**src/common/tsi_irq_pkg.sv**
```systemverilog
// constants for the time-slot interchanger interrupt aggregator
// Overview of operation
// - with bit 0 of the global enable register cleared the interrupt output stays low whatever the mask holds.
// - with the global enable bit at 1 the interrupt follows the status bits gated by their mask bits.
// - bits 7 to 1 of the global enable register always read as zero.
// - status bit 6 is set when the frame sync input is missing or arrives misaligned.
// - status bit 5 mirrors the pattern checker, 0 before the pattern is located and 1 after.
// - the checker declares detection only after 32 consecutive error-free checked slots, accumulated across frames.
// - once the pattern has been detected, every checker error sets status bit 3.
// - the end of the memory self-test sets status bit 1.
// - completion of a requested bit-error insertion sets status bit 0.
// - the status register is read-only and a read clears the sticky bits 6, 3, 1, 0 it returned until their next event.
// - status bits update whatever the mask holds, except the frame error flag, which a set mask bit blocks.
// - in the status register bit 4 may read as either value and bits 7 and 2 read as zero.
// - mask bits sit at status positions 6, 5, 3, 1, 0, reset to 1, and a 1 always masks.
package tsi_irq_pkg;
    localparam int          ADDR_W       = 8;
    localparam int          DATA_W       = 32;
    localparam int          REG_W        = 8;
    // printed offsets are word indexes; byte address is four times the index
    localparam logic [7:0]  GATE_IDX     = 8'h06;
    localparam logic [7:0]  STAT_IDX     = 8'h07;
    localparam logic [7:0]  MASK_IDX     = 8'h08;
    localparam logic [7:0]  CLR_IDX      = 8'h0B;
    localparam logic [7:0]  GATE_ADDR    = GATE_IDX << 2;
    localparam logic [7:0]  STAT_ADDR    = STAT_IDX << 2;
    localparam logic [7:0]  MASK_ADDR    = MASK_IDX << 2;
    localparam logic [7:0]  CLR_ADDR     = CLR_IDX << 2;
    // field positions
    localparam int          GATE_BIT     = 0;
    localparam int          FS_BIT       = 6;
    localparam int          FOUND_BIT    = 5;
    localparam int          PERR_BIT     = 3;
    localparam int          SELFTEST_BIT = 1;
    localparam int          INJECT_BIT   = 0;
    // reset values and layouts
    localparam logic [7:0]  GATE_RST     = 8'h00;
    localparam logic [7:0]  MASK_RST     = 8'h7F;
    localparam logic [7:0]  MASK_USED    = 8'h6B;
    localparam logic [7:0]  MASK_ONES    = 8'h14;
    localparam logic [7:0]  STICKY_USED  = 8'h4B;
    localparam logic [7:0]  STAT_RST     = 8'h00;
    // timing
    localparam int          CLK_PERIOD_NS   = 50;
    localparam int          FRAME_PERIOD_NS = 125000;
    localparam int          FRAME_CYCLES    = FRAME_PERIOD_NS / CLK_PERIOD_NS;
    localparam int          LOCK_SLOTS      = 32;
endpackage

```
**src/design/pattern_lock.sv**
```systemverilog
// test-pattern checker lock tracker
`timescale 1ns/100ps
module pattern_lock #(
    parameter int LOCK_SLOTS = tsi_irq_pkg::LOCK_SLOTS
) (
    // clock and reset
    input  wire logic pclk,
    input  wire logic presetn,
    // checker slot results
    input  wire logic checker_enable,
    input  wire logic slot_checked,
    input  wire logic slot_error,
    // lock state
    output logic      pattern_found_r
);
    import tsi_irq_pkg::*;

    localparam int CW = $clog2(LOCK_SLOTS + 1);
    localparam logic [CW-1:0] LAST = CW'(LOCK_SLOTS - 1);

    logic [CW-1:0] good_cnt_r;

    ////////////////////////////////////////////////////////////////////////
    // the count survives frame boundaries, so few slots per frame still lock
    always_ff @(posedge pclk or negedge presetn) begin
        if (!presetn) begin
            good_cnt_r <= '0;
        end else if (!checker_enable || pattern_found_r) begin
            good_cnt_r <= '0;
        end else if (slot_checked && slot_error) begin
            good_cnt_r <= '0;
        end else if (slot_checked) begin
            good_cnt_r <= good_cnt_r + CW'(1);
        end
    end

    always_ff @(posedge pclk or negedge presetn) begin
        if (!presetn) begin
            pattern_found_r <= 1'b0;
        end else if (!checker_enable) begin
            pattern_found_r <= 1'b0;
        end else if (slot_checked && !slot_error && good_cnt_r == LAST) begin
            pattern_found_r <= 1'b1;
        end
    end
endmodule

```
**src/design/tsi_interrupt_aggregator.sv**
```systemverilog
// interrupt gate, status and mask registers behind an apb slave
//
// Decided for this implementation: register access over APB.
`timescale 1ns/100ps
module tsi_interrupt_aggregator #(
    parameter int FRAME_CYCLES = tsi_irq_pkg::FRAME_CYCLES,
    parameter int LOCK_SLOTS   = tsi_irq_pkg::LOCK_SLOTS
) (
    // clock and reset
    input  wire logic                            pclk,
    input  wire logic                            presetn,
    // apb slave
    input  wire logic [tsi_irq_pkg::ADDR_W-1:0] paddr,
    input  wire logic                            psel,
    input  wire logic                            penable,
    input  wire logic                            pwrite,
    input  wire logic [tsi_irq_pkg::DATA_W-1:0] pwdata,
    output logic      [tsi_irq_pkg::DATA_W-1:0] prdata,
    output logic                                 pready,
    output logic                                 pslverr,
    // frame timing pin
    input  wire logic                            frame_sync_in,
    // pattern checker
    input  wire logic                            checker_enable,
    input  wire logic                            slot_checked,
    input  wire logic                            slot_error,
    // self-test and error insertion
    input  wire logic                            selftest_done,
    input  wire logic                            injection_done,
    // interrupt
    output logic                                 irq_out
);
    import tsi_irq_pkg::*;

    localparam int FW = $clog2(FRAME_CYCLES + 1);
    localparam logic [FW-1:0] FRAME_LAST = FW'(FRAME_CYCLES - 1);

    function automatic logic addr_is(input logic [ADDR_W-1:0] a, input logic [7:0] r);
        addr_is = (a == r);
    endfunction

    logic [REG_W-1:0]  global_irq_enable_r;
    logic [REG_W-1:0]  irq_event_status_r;
    logic [REG_W-1:0]  irq_event_status_nxt;
    logic [REG_W-1:0]  irq_event_mask_r;
    logic [REG_W-1:0]  stat_set;
    logic [REG_W-1:0]  stat_clr;
    logic [REG_W-1:0]  stat_view;
    logic [REG_W-1:0]  rd_val;
    logic [DATA_W-1:0] prdata_r;
    logic              setup_rd;
    logic              acc_rd;
    logic              acc_wr;
    logic              addr_hit;
    logic              sync_s1_r;
    logic              sync_s2_r;
    logic              sync_d_r;
    logic              sync_edge;
    logic              armed_r;
    logic [FW-1:0]     frame_cnt_r;
    logic              fs_event;
    logic              pattern_found_flag;
    logic              err_event;
    logic              selftest_d_r;
    logic              irq_r;
    logic              global_irq_gate;
    logic              frame_timing_error_mask;

    ////////////////////////////////////////////////////////////////////////
    // apb decode; every access completes in its first access cycle
    assign addr_hit = addr_is(paddr, GATE_ADDR) || addr_is(paddr, STAT_ADDR)
                   || addr_is(paddr, MASK_ADDR) || addr_is(paddr, CLR_ADDR);
    assign setup_rd = psel && !penable && !pwrite;
    assign acc_rd   = psel && penable && !pwrite && addr_hit;
    assign acc_wr   = psel && penable && pwrite && addr_hit;
    assign pready   = 1'b1;
    assign pslverr  = psel && penable && !addr_hit;
    assign prdata   = prdata_r;

    assign global_irq_gate         = global_irq_enable_r[GATE_BIT];
    assign frame_timing_error_mask = irq_event_mask_r[FS_BIT];

    ////////////////////////////////////////////////////////////////////////
    // read data is captured in the setup cycle so a read clears exactly
    // the sticky bits that were returned; later events are kept
    always_comb begin
        rd_val = '0;
        if (addr_is(paddr, GATE_ADDR)) begin
            rd_val = {7'h00, global_irq_gate};
        end else if (addr_is(paddr, STAT_ADDR)) begin
            rd_val = stat_view;
        end else if (addr_is(paddr, MASK_ADDR)) begin
            rd_val = (irq_event_mask_r & MASK_USED) | MASK_ONES;
        end
    end

    always_ff @(posedge pclk or negedge presetn) begin
        if (!presetn) begin
            prdata_r <= '0;
        end else if (setup_rd) begin
            prdata_r <= {24'h000000, rd_val};
        end
    end

    ////////////////////////////////////////////////////////////////////////
    // global gate register
    always_ff @(posedge pclk or negedge presetn) begin
        if (!presetn) begin
            global_irq_enable_r <= GATE_RST;
        end else if (acc_wr && addr_is(paddr, GATE_ADDR)) begin
            global_irq_enable_r <= {7'h00, pwdata[GATE_BIT]};
        end
    end

    // mask register; unused bits 4 and 2 are held at one and bit 7 at zero whatever is written
    always_ff @(posedge pclk or negedge presetn) begin
        if (!presetn) begin
            irq_event_mask_r <= MASK_RST;
        end else if (acc_wr && addr_is(paddr, MASK_ADDR)) begin
            irq_event_mask_r <= (pwdata[REG_W-1:0] & MASK_USED) | MASK_ONES;
        end
    end

    ////////////////////////////////////////////////////////////////////////
    // frame sync pin: two flops, then an edge from the second
    always_ff @(posedge pclk or negedge presetn) begin
        if (!presetn) begin
            sync_s1_r <= 1'b0;
            sync_s2_r <= 1'b0;
            sync_d_r  <= 1'b0;
        end else begin
            sync_s1_r <= frame_sync_in;
            sync_s2_r <= sync_s1_r;
            sync_d_r  <= sync_s2_r;
        end
    end

    assign sync_edge = sync_s2_r && !sync_d_r;

    // a sync off the expected cycle is misaligned; none at the expected
    // cycle is missing, after which the timer waits for the next sync
    assign fs_event = armed_r && (sync_edge ? (frame_cnt_r != FRAME_LAST)
                                            : (frame_cnt_r == FRAME_LAST));

    always_ff @(posedge pclk or negedge presetn) begin
        if (!presetn) begin
            armed_r     <= 1'b0;
            frame_cnt_r <= '0;
        end else if (sync_edge) begin
            armed_r     <= 1'b1;
            frame_cnt_r <= '0;
        end else if (armed_r && frame_cnt_r == FRAME_LAST) begin
            armed_r     <= 1'b0;
            frame_cnt_r <= '0;
        end else if (armed_r) begin
            frame_cnt_r <= frame_cnt_r + FW'(1);
        end
    end

    ////////////////////////////////////////////////////////////////////////
    // pattern checker lock
    pattern_lock #(
        .LOCK_SLOTS (LOCK_SLOTS)
    ) pattern_lock_inst (
        .pclk            (pclk),
        .presetn         (presetn),
        .checker_enable  (checker_enable),
        .slot_checked    (slot_checked),
        .slot_error      (slot_error),
        .pattern_found_r (pattern_found_flag)
    );

    assign err_event = pattern_found_flag && slot_checked && slot_error;

    always_ff @(posedge pclk or negedge presetn) begin
        if (!presetn) begin
            selftest_d_r <= 1'b0;
        end else begin
            selftest_d_r <= selftest_done;
        end
    end

    ////////////////////////////////////////////////////////////////////////
    // status: set wins over the read clear and over the clear register
    always_comb begin
        stat_set          = '0;
        stat_set[FS_BIT]       = fs_event && !frame_timing_error_mask;
        stat_set[PERR_BIT]     = err_event;
        stat_set[SELFTEST_BIT] = selftest_done && !selftest_d_r;
        stat_set[INJECT_BIT]   = injection_done;
    end

    always_comb begin
        stat_clr = '0;
        if (acc_rd && addr_is(paddr, STAT_ADDR)) begin
            stat_clr = prdata_r[REG_W-1:0] & STICKY_USED;
        end else if (acc_wr && addr_is(paddr, CLR_ADDR)) begin
            stat_clr = pwdata[REG_W-1:0] & STICKY_USED;
        end
    end

    assign irq_event_status_nxt = ((irq_event_status_r & ~stat_clr) | stat_set) & STICKY_USED;

    always_ff @(posedge pclk or negedge presetn) begin
        if (!presetn) begin
            irq_event_status_r <= STAT_RST;
        end else begin
            irq_event_status_r <= irq_event_status_nxt;
        end
    end

    // bit 5 is live lock state, not sticky; bits 7, 4 and 2 read zero
    always_comb begin
        stat_view          = irq_event_status_r;
        stat_view[FOUND_BIT] = pattern_found_flag;
    end

    ////////////////////////////////////////////////////////////////////////
    // level interrupt, registered so the pin never glitches
    always_ff @(posedge pclk or negedge presetn) begin
        if (!presetn) begin
            irq_r <= 1'b0;
        end else begin
            irq_r <= global_irq_gate && |(stat_view & ~irq_event_mask_r & MASK_USED);
        end
    end

    assign irq_out = irq_r;
endmodule

```
**config.mk**
```make
export PLATFORM = sky130hd
export DESIGN_NAME = tsi_interrupt_aggregator
export DESIGN_NICKNAME = d
export VERILOG_FILES = /design/src/common/tsi_irq_pkg.sv /design/src/design/pattern_lock.sv /design/src/design/tsi_interrupt_aggregator.sv
export SDC_FILE = /design/constraint.sdc
export NUM_CORES = 1
export LEC_CHECK = 0
export CAP_MARGIN = 40
export CORE_MARGIN = 8
export CORE_UTILIZATION = 63
export CTS_CLUSTER_SIZE = 20
export DETAILED_ROUTE_END_ITERATION = 12
export DONT_BUFFER_PORTS = 1
export PLACE_DENSITY_LB_ADDON = 0.08
export SLEW_MARGIN = 10
export SYNTH_ARGS = -nofsm -noshare
export SYNTH_HDL_FRONTEND = slang
export SYNTH_HIERARCHICAL = 1
export SYNTH_SLANG_ARGS = --single-unit
```
**constraint.sdc**
```tcl
create_clock -name pclk -period 2 [get_ports pclk]
set_clock_uncertainty 0.05 [all_clocks]
set_input_delay 0.4 -clock pclk [delete_from_list [all_inputs] [get_ports pclk]]
set_output_delay 0.4 -clock pclk [all_outputs]
set_load 0.01 [all_outputs]
```
==> Word-level counts from Yosys, hierarchy flattened <==
Cells that the tools add are included.
{ "totals": {"output_inout_bits": 35, "elab_cells": 83, "inputBits": 51, "reg_bits": 43} }
{ "op_classes": {"n_mux": 16, "add_sub_neg": 2, "reduce_logical": 39, "n_eq_ne": 8, "bitwise": 5} }
{ "ops": {"columns": ["operator", "count"], "rows": [
  ["$mux W12", 3],
  ["$mux W7", 5],
  ["$logic_and A1 B1 Y1", 23],
  ["$mux W6", 3],
  ["$eq A8 B5 Y1 const B", 2],
  ["$eq A8 B6 Y1 const B", 2],
  ["$and A7 B7 Y7", 2],
  ["$not A7 Y7", 2],
  ["$add A12 B1 Y12 const B", 1],
  ["$eq A12 B12 Y1 const B", 1],
  ["$ne A12 B12 Y1 const B", 1],
  ["$logic_not A1 Y1", 8],
  ["$or A7 B7 Y7", 1],
  ["$add A6 B1 Y6 const B", 1],
  ["$eq A6 B5 Y1 const B", 1],
  ["$reduce_bool A3 Y1", 2],
  ["$mux W1", 5],
  ["$reduce_or A5 Y1", 1],
  ["$logic_or A1 B1 Y1", 4],
  ["$ne A2 B1 Y1 const B", 1],
  ["$reduce_bool A2 Y1", 1]
]} }

==> Depth between registers and ports, before layout <==
Gate-level depths: netlist of the first run.
{ "logic_depth": {"word_depth": 11, "mapped_depth": 5, "ltp_nobuf": 5} }

==> Modules after synthesis <==
The synthesis of the first run kept the hierarchy.
{ "modules_own_cells": {"columns": ["module", "area_each_um2", "seq_area_each_um2", "cells_each", "n_inst"], "rows": [
  ["tsi_interrupt_aggregator", 1964.4, 857.1, 199, 1],
  ["pattern_lock", 392.9, 175.2, 34, 1]
]} }

==> Least setup slack after synthesis of the first run <==
No wires, ideal clock.
{ "synth_timing": {"path_type": "input to register", "startpoint": "in paddr[1] in the netlist's numbering", "endpoint": "reg irq_event_mask_r[0]", "t_required_ns": 1.868, "arrival_time_ns": 1.796, "setup_slack_ns": 0.072, "setup_time_ns": 0.082, "path_buffers": 0, "path_stages": 4, "path_cell_list": "or4_4 -> nor4_4 -> nand2b_4 -> mux2_4"} }
{ "synth_between": {"elab_chain_len": 6, "word_cells_on_any_way": 9, "cone_classes": "4 x eq/ne; 5 x reduce/logical"} }
{ "synth_rtl": {"columns": ["element", "line_no", "rtl"], "rows": [
  ["start: declaration", "tsi_interrupt_aggregator.sv:13", "input wire logic [tsi_irq_pkg::ADDR_W-1:0] paddr,"],
  ["$eq A8 B5 Y1", "tsi_interrupt_aggregator.sv:39", "addr_is = (a == r);"],
  ["$logic_or A1 B1 Y1", "tsi_interrupt_aggregator.sv:71", "assign addr_hit = addr_is(paddr, GATE_ADDR) || addr_is(paddr, STAT_ADDR)"],
  ["$logic_or A1 B1 Y1 (2 in a row)", "tsi_interrupt_aggregator.sv:72", "|| addr_is(paddr, MASK_ADDR) || addr_is(paddr, CLR_ADDR);"],
  ["$logic_and A1 B1 Y1", "tsi_interrupt_aggregator.sv:75", "assign acc_wr = psel && penable && pwrite && addr_hit;"],
  ["$logic_and A1 B1 Y1 *", "tsi_interrupt_aggregator.sv:119", "end else if (acc_wr && addr_is(paddr, MASK_ADDR)) begin"],
  ["end signal: assignment", "tsi_interrupt_aggregator.sv:120", "irq_event_mask_r <= (pwdata[REG_W-1:0] & MASK_USED) | MASK_ONES;"],
  ["end: declaration", "tsi_interrupt_aggregator.sv:45", "logic [REG_W-1:0] irq_event_mask_r;"]
]} }
Every way passes the cells marked *; elsewhere a longest branch is shown, timed or not.
A chain may end at the register's enable or synchronous reset.

==> Worst setup path in the final report of the first run <==
{ "layout_timing": {"startpoint": "reg frame_cnt_r[5]", "endpoint": "reg frame_cnt_r[1]"} }
{ "layout_between": {"elab_chain_len": 4, "word_cells_on_any_way": 5, "cone_classes": "1 x eq/ne; 2 x mux; 2 x reduce/logical"} }
{ "layout_rtl": {"columns": ["element", "line_no", "rtl"], "rows": [
  ["start: declaration", "tsi_interrupt_aggregator.sv:60", "logic [FW-1:0] frame_cnt_r;"],
  ["start signal: assignment", "tsi_interrupt_aggregator.sv:156", "frame_cnt_r <= frame_cnt_r + FW'(1);"],
  ["$eq A12 B12 Y1 *", "tsi_interrupt_aggregator.sv:152", "end else if (armed_r && frame_cnt_r == FRAME_LAST) begin"],
  ["$logic_and A1 B1 Y1 *", "tsi_interrupt_aggregator.sv:152", null],
  ["$mux W12", "tsi_interrupt_aggregator.sv:152", null],
  ["$mux W12", "tsi_interrupt_aggregator.sv:149", "end else if (sync_edge) begin"]
]} }
Marks and branches as above.

==> summary.txt, run 1 <==
Status
  • Status: completed

Die
  • Ports: 86
  • Initial Utilization: 64.9%
  • Die Wd: 77.2 um
  • Core ar.: 3630 um2
  • Floorplan row count: 22
  • Die height: 77.2 um
  • Total die area: 5960 um2

CTS
  • Clock Latency Late Sink: 280 ps
  • Clock root buffer: clkbuf_8
  • TritonCTS buffer count: 5
  • Resized Gates After CTS: 0
  • H-Tree Depth: 2
  • CTS tree: yes
  • TritonCTS Sinks: 41
  • Clk buf depth: 2
  • Clock transition at path regs: 80 ps
  • Setup Buffers After CTS: 0
  • Hold Buf Count CTS: 2

Timing
  • Final hold vios: 0
  • # setup viols final: 0
  • Highest Clock Rate: 535 MHz
  • Max-slew violations: 0
  • Relative slew slack: 57.3%
  • Slew @ Worst Pin: 638 ps
  • RSZ-0062 raised after global routing: no
  • Crit path time final: 1870 ps
  • Final WS setup: 131 ps
  • Setup TNS: 0 ps
  • Worst Hold Slack: 89.7 ps
  • Final period util: 93.4%

Flow run
  • # Max-Cap Violations: 0

Global routing
  • Largest net degree at the start of global routing: 42
  • Vias in the first global route: 1694
  • Initial antenna violation count: 0
  • Grt ovf: 0
  • GRT Total Usage: 16.2%
  • First-pass GRT wire length: 8030 um

Worst setup path
  • Reg-to-reg critical path endpoint: frame_cnt_r[1]
  • Critical Path RT: 2130 ps
  • Worst path cell trace: nor4_1 -> nand4_1 -> buf_4 -> a32o_1
  • Worst-path fanout max: 8
  • Slowest cell delay on critical path: 460 ps
  • R2R setup slack: 130 ps
  • Reg2reg start: frame_cnt_r[5]
  • CP startpoint kind: flip-flop
  • Reg2reg path depth: 4
  • Critical Path AT: 2000 ps
  • Slowest-stage cell, CP: dfrtp_1
  • CP top delay family: simple AND/OR/NAND/NOR gates
  • Bufs and invs on worst path: 1
  • Critical path class: flip-flop to flip-flop
  • Worst Setup End Kind: flip-flop

Finish
  • Nets: 292
  • Synthesis-to-finish area growth: 4.62%
  • Multi-input gate area: 1150 um2
  • Register area: 1030 um2
  • ANT cells: 0
  • Commonest non-fill, non-tap cell in the layout: dfrtp_1
  • Share of cells above drive strength 1: 13.3%
  • Layout filler cell count: 298
  • Commonest cells after routing, fill and taps aside: 36 x dfrtp_1, 26 x conb_1, 24 x nand2_1

Drt
  • Number of remaining DRC errors: 0
  • 1st-iter DRT viols: 168
  • Drt pass-1 iters: 4
  • Via count: 1727
  • Post-route ant nets: 0
  • Routed wire length: 4890 um
  • Routed WL per cell: 17.0 um
  • DR vias/cell: 6.00

Placement
  • Placement Setup Slack: 113 ps
  • Number of I/O port buffers: 0
  • Routability cong.: 0.873
  • Post-DP HPWL: 3700 um

Yosys
  • Yosys reg bits: 41
  • Cell count after synthesis: 233
  • Post-synth EDFFs: 0
  • Seq/Total Area, Yosys: 43.8%
  • Async SR Flop Fraction: 100%
  • Area leader, netlist: dfrtp_1
  • Synth cell types: 55
  • Yosys warns: 6
  • Post-Syn Area: 2360 um2
  • Synth Area per Inst: 10.1 um2
  • Synth top area share: 38.2%
  • Most area-consuming cells after synthesis: dfrtp_1 38%, buf_4 8.6%, dfstp_2 5.6%
  • Dominant synthesized flop cell: dfrtp_1

Worst hold path
  • Type of the most critical hold path: input pin to flip-flop
  • Min-delay src: selftest_done
  • Worst Hold Endpoint: selftest_d_r
  • Hold depth: 0

Pwr
  • Pwr Density: 708 nW/um2
  • P_leak: 1.08 nW
  • Maximum VDD drop: 0.492 mV
==> final cells by class <==
type	instances	share of cell area (%)
Clock buffer	7	3.50
Inverter	9	1.37
Tap cell	48	2.44
Clock inverter	1	1.22
Multi-Input combinational cell	174	46.6
Timing Repair Buffer	8	3.04
Sequential cell	41	41.9
==> cells in the mapped netlist, types with 3 or more instances <==
| cell | number |
|---|---|
| inv_1 | 9 |
| a31oi_1 | 3 |
| nor2_1 | 5 |
| a32o_1 | 3 |
| and2_1 | 3 |
| a22o_1 | 3 |
| dfrtp_1 | 36 |
| nand2b_1 | 3 |
| o21ai_1 | 6 |
| mux2i_1 | 3 |
| a21oi_1 | 5 |
| a22oi_1 | 9 |
| nand2_1 | 24 |
| dfstp_2 | 5 |
| buf_4 | 27 |
| clkbuf_1 | 5 |
| mux2_1 | 3 |
| and3_1 | 4 |
| nand3_1 | 22 |
| or3_1 | 4 |
| mux2_4 | 5 |
==> state kept, by name, indices dropped and copies added, names as in the netlist <==
| name | count |
|---|---|
| pattern_lock_inst/pattern_found_r | 1 |
| irq_event_mask_r | 5 |
| sync_s2_r | 1 |
| irq_event_status_r | 4 |
| pattern_lock_inst/good_cnt_r | 6 |
| global_irq_enable_r | 1 |
| frame_cnt_r | 12 |
| sync_s1_r | 1 |
| armed_r | 1 |
| sync_d_r | 1 |
| selftest_d_r | 1 |
| prdata | 6 |
| irq_out | 1 |
==> through the flow <==
step           cells  total power, mW  area [um2]  utilization (%)
3_5_place_dp     278             1.06        2320             63.8
3_3_place_gp     278             1.05        2320             63.8
5_1_grt          288             1.82        2470             67.9
4_1_cts          288             1.76        2470             67.9
2_1_floorplan    257             1.07        2450                -
6_report         288             1.75        2470             67.9
==> report_power, final <==
part	total, mW	internal, mW	switching [mW]	leakage, nW
registers	0.902	0.864	0.0386	0.523
clock network	0.675	0.407	0.268	0.0585
logic	0.169	0.0608	0.108	0.494
==> how the worst max path moves through the flow <==
stage	startpoint	endpoint	slack (ps)	depth (start not counted)
detailed placement	paddr[1]	irq_event_status_r[3]	110	5
floorplan	paddr[1]	irq_event_mask_r[0]	70	4
finish	frame_cnt_r[5]	frame_cnt_r[1]	130	4
global placement	paddr[1]	irq_event_mask_r[0]	140	4
global route	frame_cnt_r[5]	irq_event_status_r[6]	40	4
CTS	frame_cnt_r[5]	frame_cnt_r[1]	160	4
==> metal layers <==
| layer | global-route usage (%) | part of all wire [%] | up-vias | wire, um |
|---|---|---|---|---|
| met3 | 6.18 | 8.7 | 9 | 423 |
| met5 | 0 | 0 | - | 0 |
| li1 | - | - | 815 | - |
| met4 | 5.28 | 1.9 | 0 | 93 |
| met2 | 25.9 | 48 | 71 | 2370 |
| met1 | 19.3 | 41 | 832 | 2000 |
==> cells by family (layout without fill, tap and decap cells) <==
kind of cell / count (synthesis) / in the layout / share of synthesized area (%)
mux: 12 / 12 / 6.37
flops: 41 / 41 / 43.8
simple gates: 89 / 89 / 23.2
compound gates: 43 / 43 / 13.2
xor+xnor: 2 / 2 / 0.743
other cells: 2 / 26 / 0.319
buf+inv: 42 / 25 / 11.3
fa+ha+maj: 2 / 2 / 1.06
(Power assumes the default switching activity.)
==> run 2: changes to the inputs <==
--- a/config.mk
+++ b/config.mk
@@ -12,6 +12,7 @@
 export DETAILED_ROUTE_END_ITERATION = 12
 export DONT_BUFFER_PORTS = 1
 export PLACE_DENSITY_LB_ADDON = 0.08
+export SETUP_SLACK_MARGIN = 0.2
 export SLEW_MARGIN = 10
 export SYNTH_ARGS = -nofsm -noshare
 export SYNTH_HDL_FRONTEND = slang
==> run 2 against run 1 <==
Against the previous run:
- first-iteration DRC count is 8.3% lower
- via count is 0.46% lower
- utilization hardly changed
- non-clock buffer count is 1 lower
- combinational power is 4% lower
==> summary.txt, run 2 (synthesis results as in run 1) <==
Finish
  • ANT cells: 0
  • Nets: 291
  • Largest Register: frame_cnt_r
  • Share of cells above drive strength 1: 13.4%
  • Number of flip-flops in the largest register: 12
  • Commonest cells after routing, fill and taps aside: 36 x dfrtp_1, 26 x conb_1, 24 x nand2_1
  • Commonest non-fill, non-tap cell in the layout: dfrtp_1
  • Synthesis-to-finish area growth: 4.56%
  • Design area: 2460 um2

Worst hold path
  • Min-delay src: frame_sync_in
  • Type of the most critical hold path: input pin to flip-flop

Pwr
  • Total power: 1.74 mW
  • Cell Int Power: 1.33 mW
  • Power share of the sequential group: 51.9%
  • P_leak: 1.07 nW
  • Gate power share: 9.3%
  • Net switching power: 0.416 mW
  • Pwr Density: 708 nW/um2
  • Maximum VDD drop: 0.603 mV
  • Sw Ratio: 23.8%
  • Clock share of power: 38.7%

Placement
  • Routability cong.: 0.931
  • DP Area: 2310 um2
  • Number of I/O port buffers: 0
  • Post-DP HPWL: 3540 um

CTS
  • Setup Buffers After CTS: 0
  • CTS tree: yes
  • Clock transition at path regs: 80 ps
  • Clock Latency Late Sink: 290 ps
  • TritonCTS buffer count: 5
  • H-Tree Depth: 2
  • TritonCTS Sinks: 41
  • Clock root buffer: clkbuf_8
  • Clk buf depth: 2

Die
  • Total die area: 5960 um2
  • Floorplan row count: 22
  • Initial Utilization: 64.9%
  • Ports: 86
  • Die height: 77.2 um
  • Die Wd: 77.2 um
  • Core ar.: 3630 um2

Worst setup path
  • Reg2reg start: frame_cnt_r[0]
  • Worst Setup End Kind: flip-flop
  • Worst path cell trace: ha_1 -> and3_1 -> nand2_1 -> or4_1 -> nand3_1
  • Crit path from: frame_cnt_r[0]
  • Worst-path fanout max: 5
  • CP startpoint kind: flip-flop
  • Critical path class: flip-flop to flip-flop
  • Critical Path AT: 1850 ps
  • Slowest cell delay on critical path: 480 ps
  • Slowest-stage cell, CP: or4_1
  • Critical Path RT: 2170 ps

Global routing
  • First-pass GRT wire length: 8300 um
  • GRT Total Usage: 16.8%
  • Largest net degree at the start of global routing: 42
  • Grt ovf: 0
  • Vias in the first global route: 1775
  • Initial antenna violation count: 0

Drt
  • Routed WL per cell: 16.8 um
  • Number of remaining DRC errors: 0
  • Drt pass-1 iters: 4
  • Via count: 1719
  • Routed wire length: 4820 um
  • DR vias/cell: 5.99
  • 1st-iter DRT viols: 154
  • Post-route ant nets: 0

Timing
  • # setup viols final: 0
  • Final period util: 83.7%
  • Setup TNS: 0 ps
  • Max-slew violations: 0
  • Crit path time final: 1670 ps
  • RSZ-0062 raised after global routing: no
  • Highest Clock Rate: 598 MHz
  • Slew @ Worst Pin: 596 ps
  • Final hold vios: 0
  • Relative slew slack: 60.1%

Status
  • Status: completed

Flow run
  • # Max-Cap Violations: 0
## run 2: cell count changes in the layout (fill, tap and decap cells not counted)
cell    before  now
buf_4        6    5
nor4_1       2    1
nor4_2       1    2
## run 2: power by group through the flow
stage / clock, mW / combinational [mW] / sequential (mW)
after floorplan: 0 / 0.165 / 0.907
after global routing: 0.725 / 0.186 / 0.913
after detailed placement: 0 / 0.138 / 0.921
after CTS: 0.691 / 0.161 / 0.905
after global placement: 0 / 0.133 / 0.919
final: 0.676 / 0.162 / 0.906
## run 2: worst paths after layout
path / endpoint / slack, ps / cells past startpoint
max: frame_cnt_r[10] / 330 / 5
min: sync_s1_r / 80 / 0
max reg2reg: frame_cnt_r[10] / 330 / 5
min reg2reg: sync_s2_r / 320 / 0
max in group asynchronous: irq_event_mask_r[1] / 1130 / 2
min in group asynchronous: frame_cnt_r[11] / 500 / 2
## run 2: layout make-up
cell class              instances  area [um2]
clock buffers                   7        86.3
clock inverters                 1        30.0
fillers                       310        1170
inverters                       9        33.8
multi-input cells             174        1150
flip-flops and latches         41        1030
well taps                      48        60.1
repair buffers                  7        67.6
## run 2: per-layer routing
layer | wire length [um] | global-route usage (%)
met2 | 2220 | 25.9
met1 | 1960 | 19.8
met5 | 0 | 0
met4 | 89 | 6.23
met3 | 547 | 7.93
## run 2: repair_timing
action	in CTS	in global routing
setup endpoints to repair	0	3
gates resized for setup	0	1
hold buffers	2	0
endpoints found under the hold margin	41	0
## run 2: through the flow
step / hold slack (ps) / setup WS, ps / utilization, % / cells
3_3_place_gp: 55.9 / 139 / 63.6 / 277
6_report: 80.5 / 327 / 67.8 / 287
2_1_floorplan: 54.4 / 71.7 / - / 257
5_1_grt: 62.5 / 230 / 67.8 / 287
3_5_place_dp: 55.6 / 125 / 63.6 / 277
4_1_cts: 71.6 / 335 / 67.7 / 287
## run 2: worst max-delay path: cells and delay by family (launching register included)
| family | cells | cell delay (ps) |
|---|---|---|
| and+or+nand+nor | 4 | 920 |
| DFF | 1 | 410 |
| adders and majority gates | 1 | 220 |
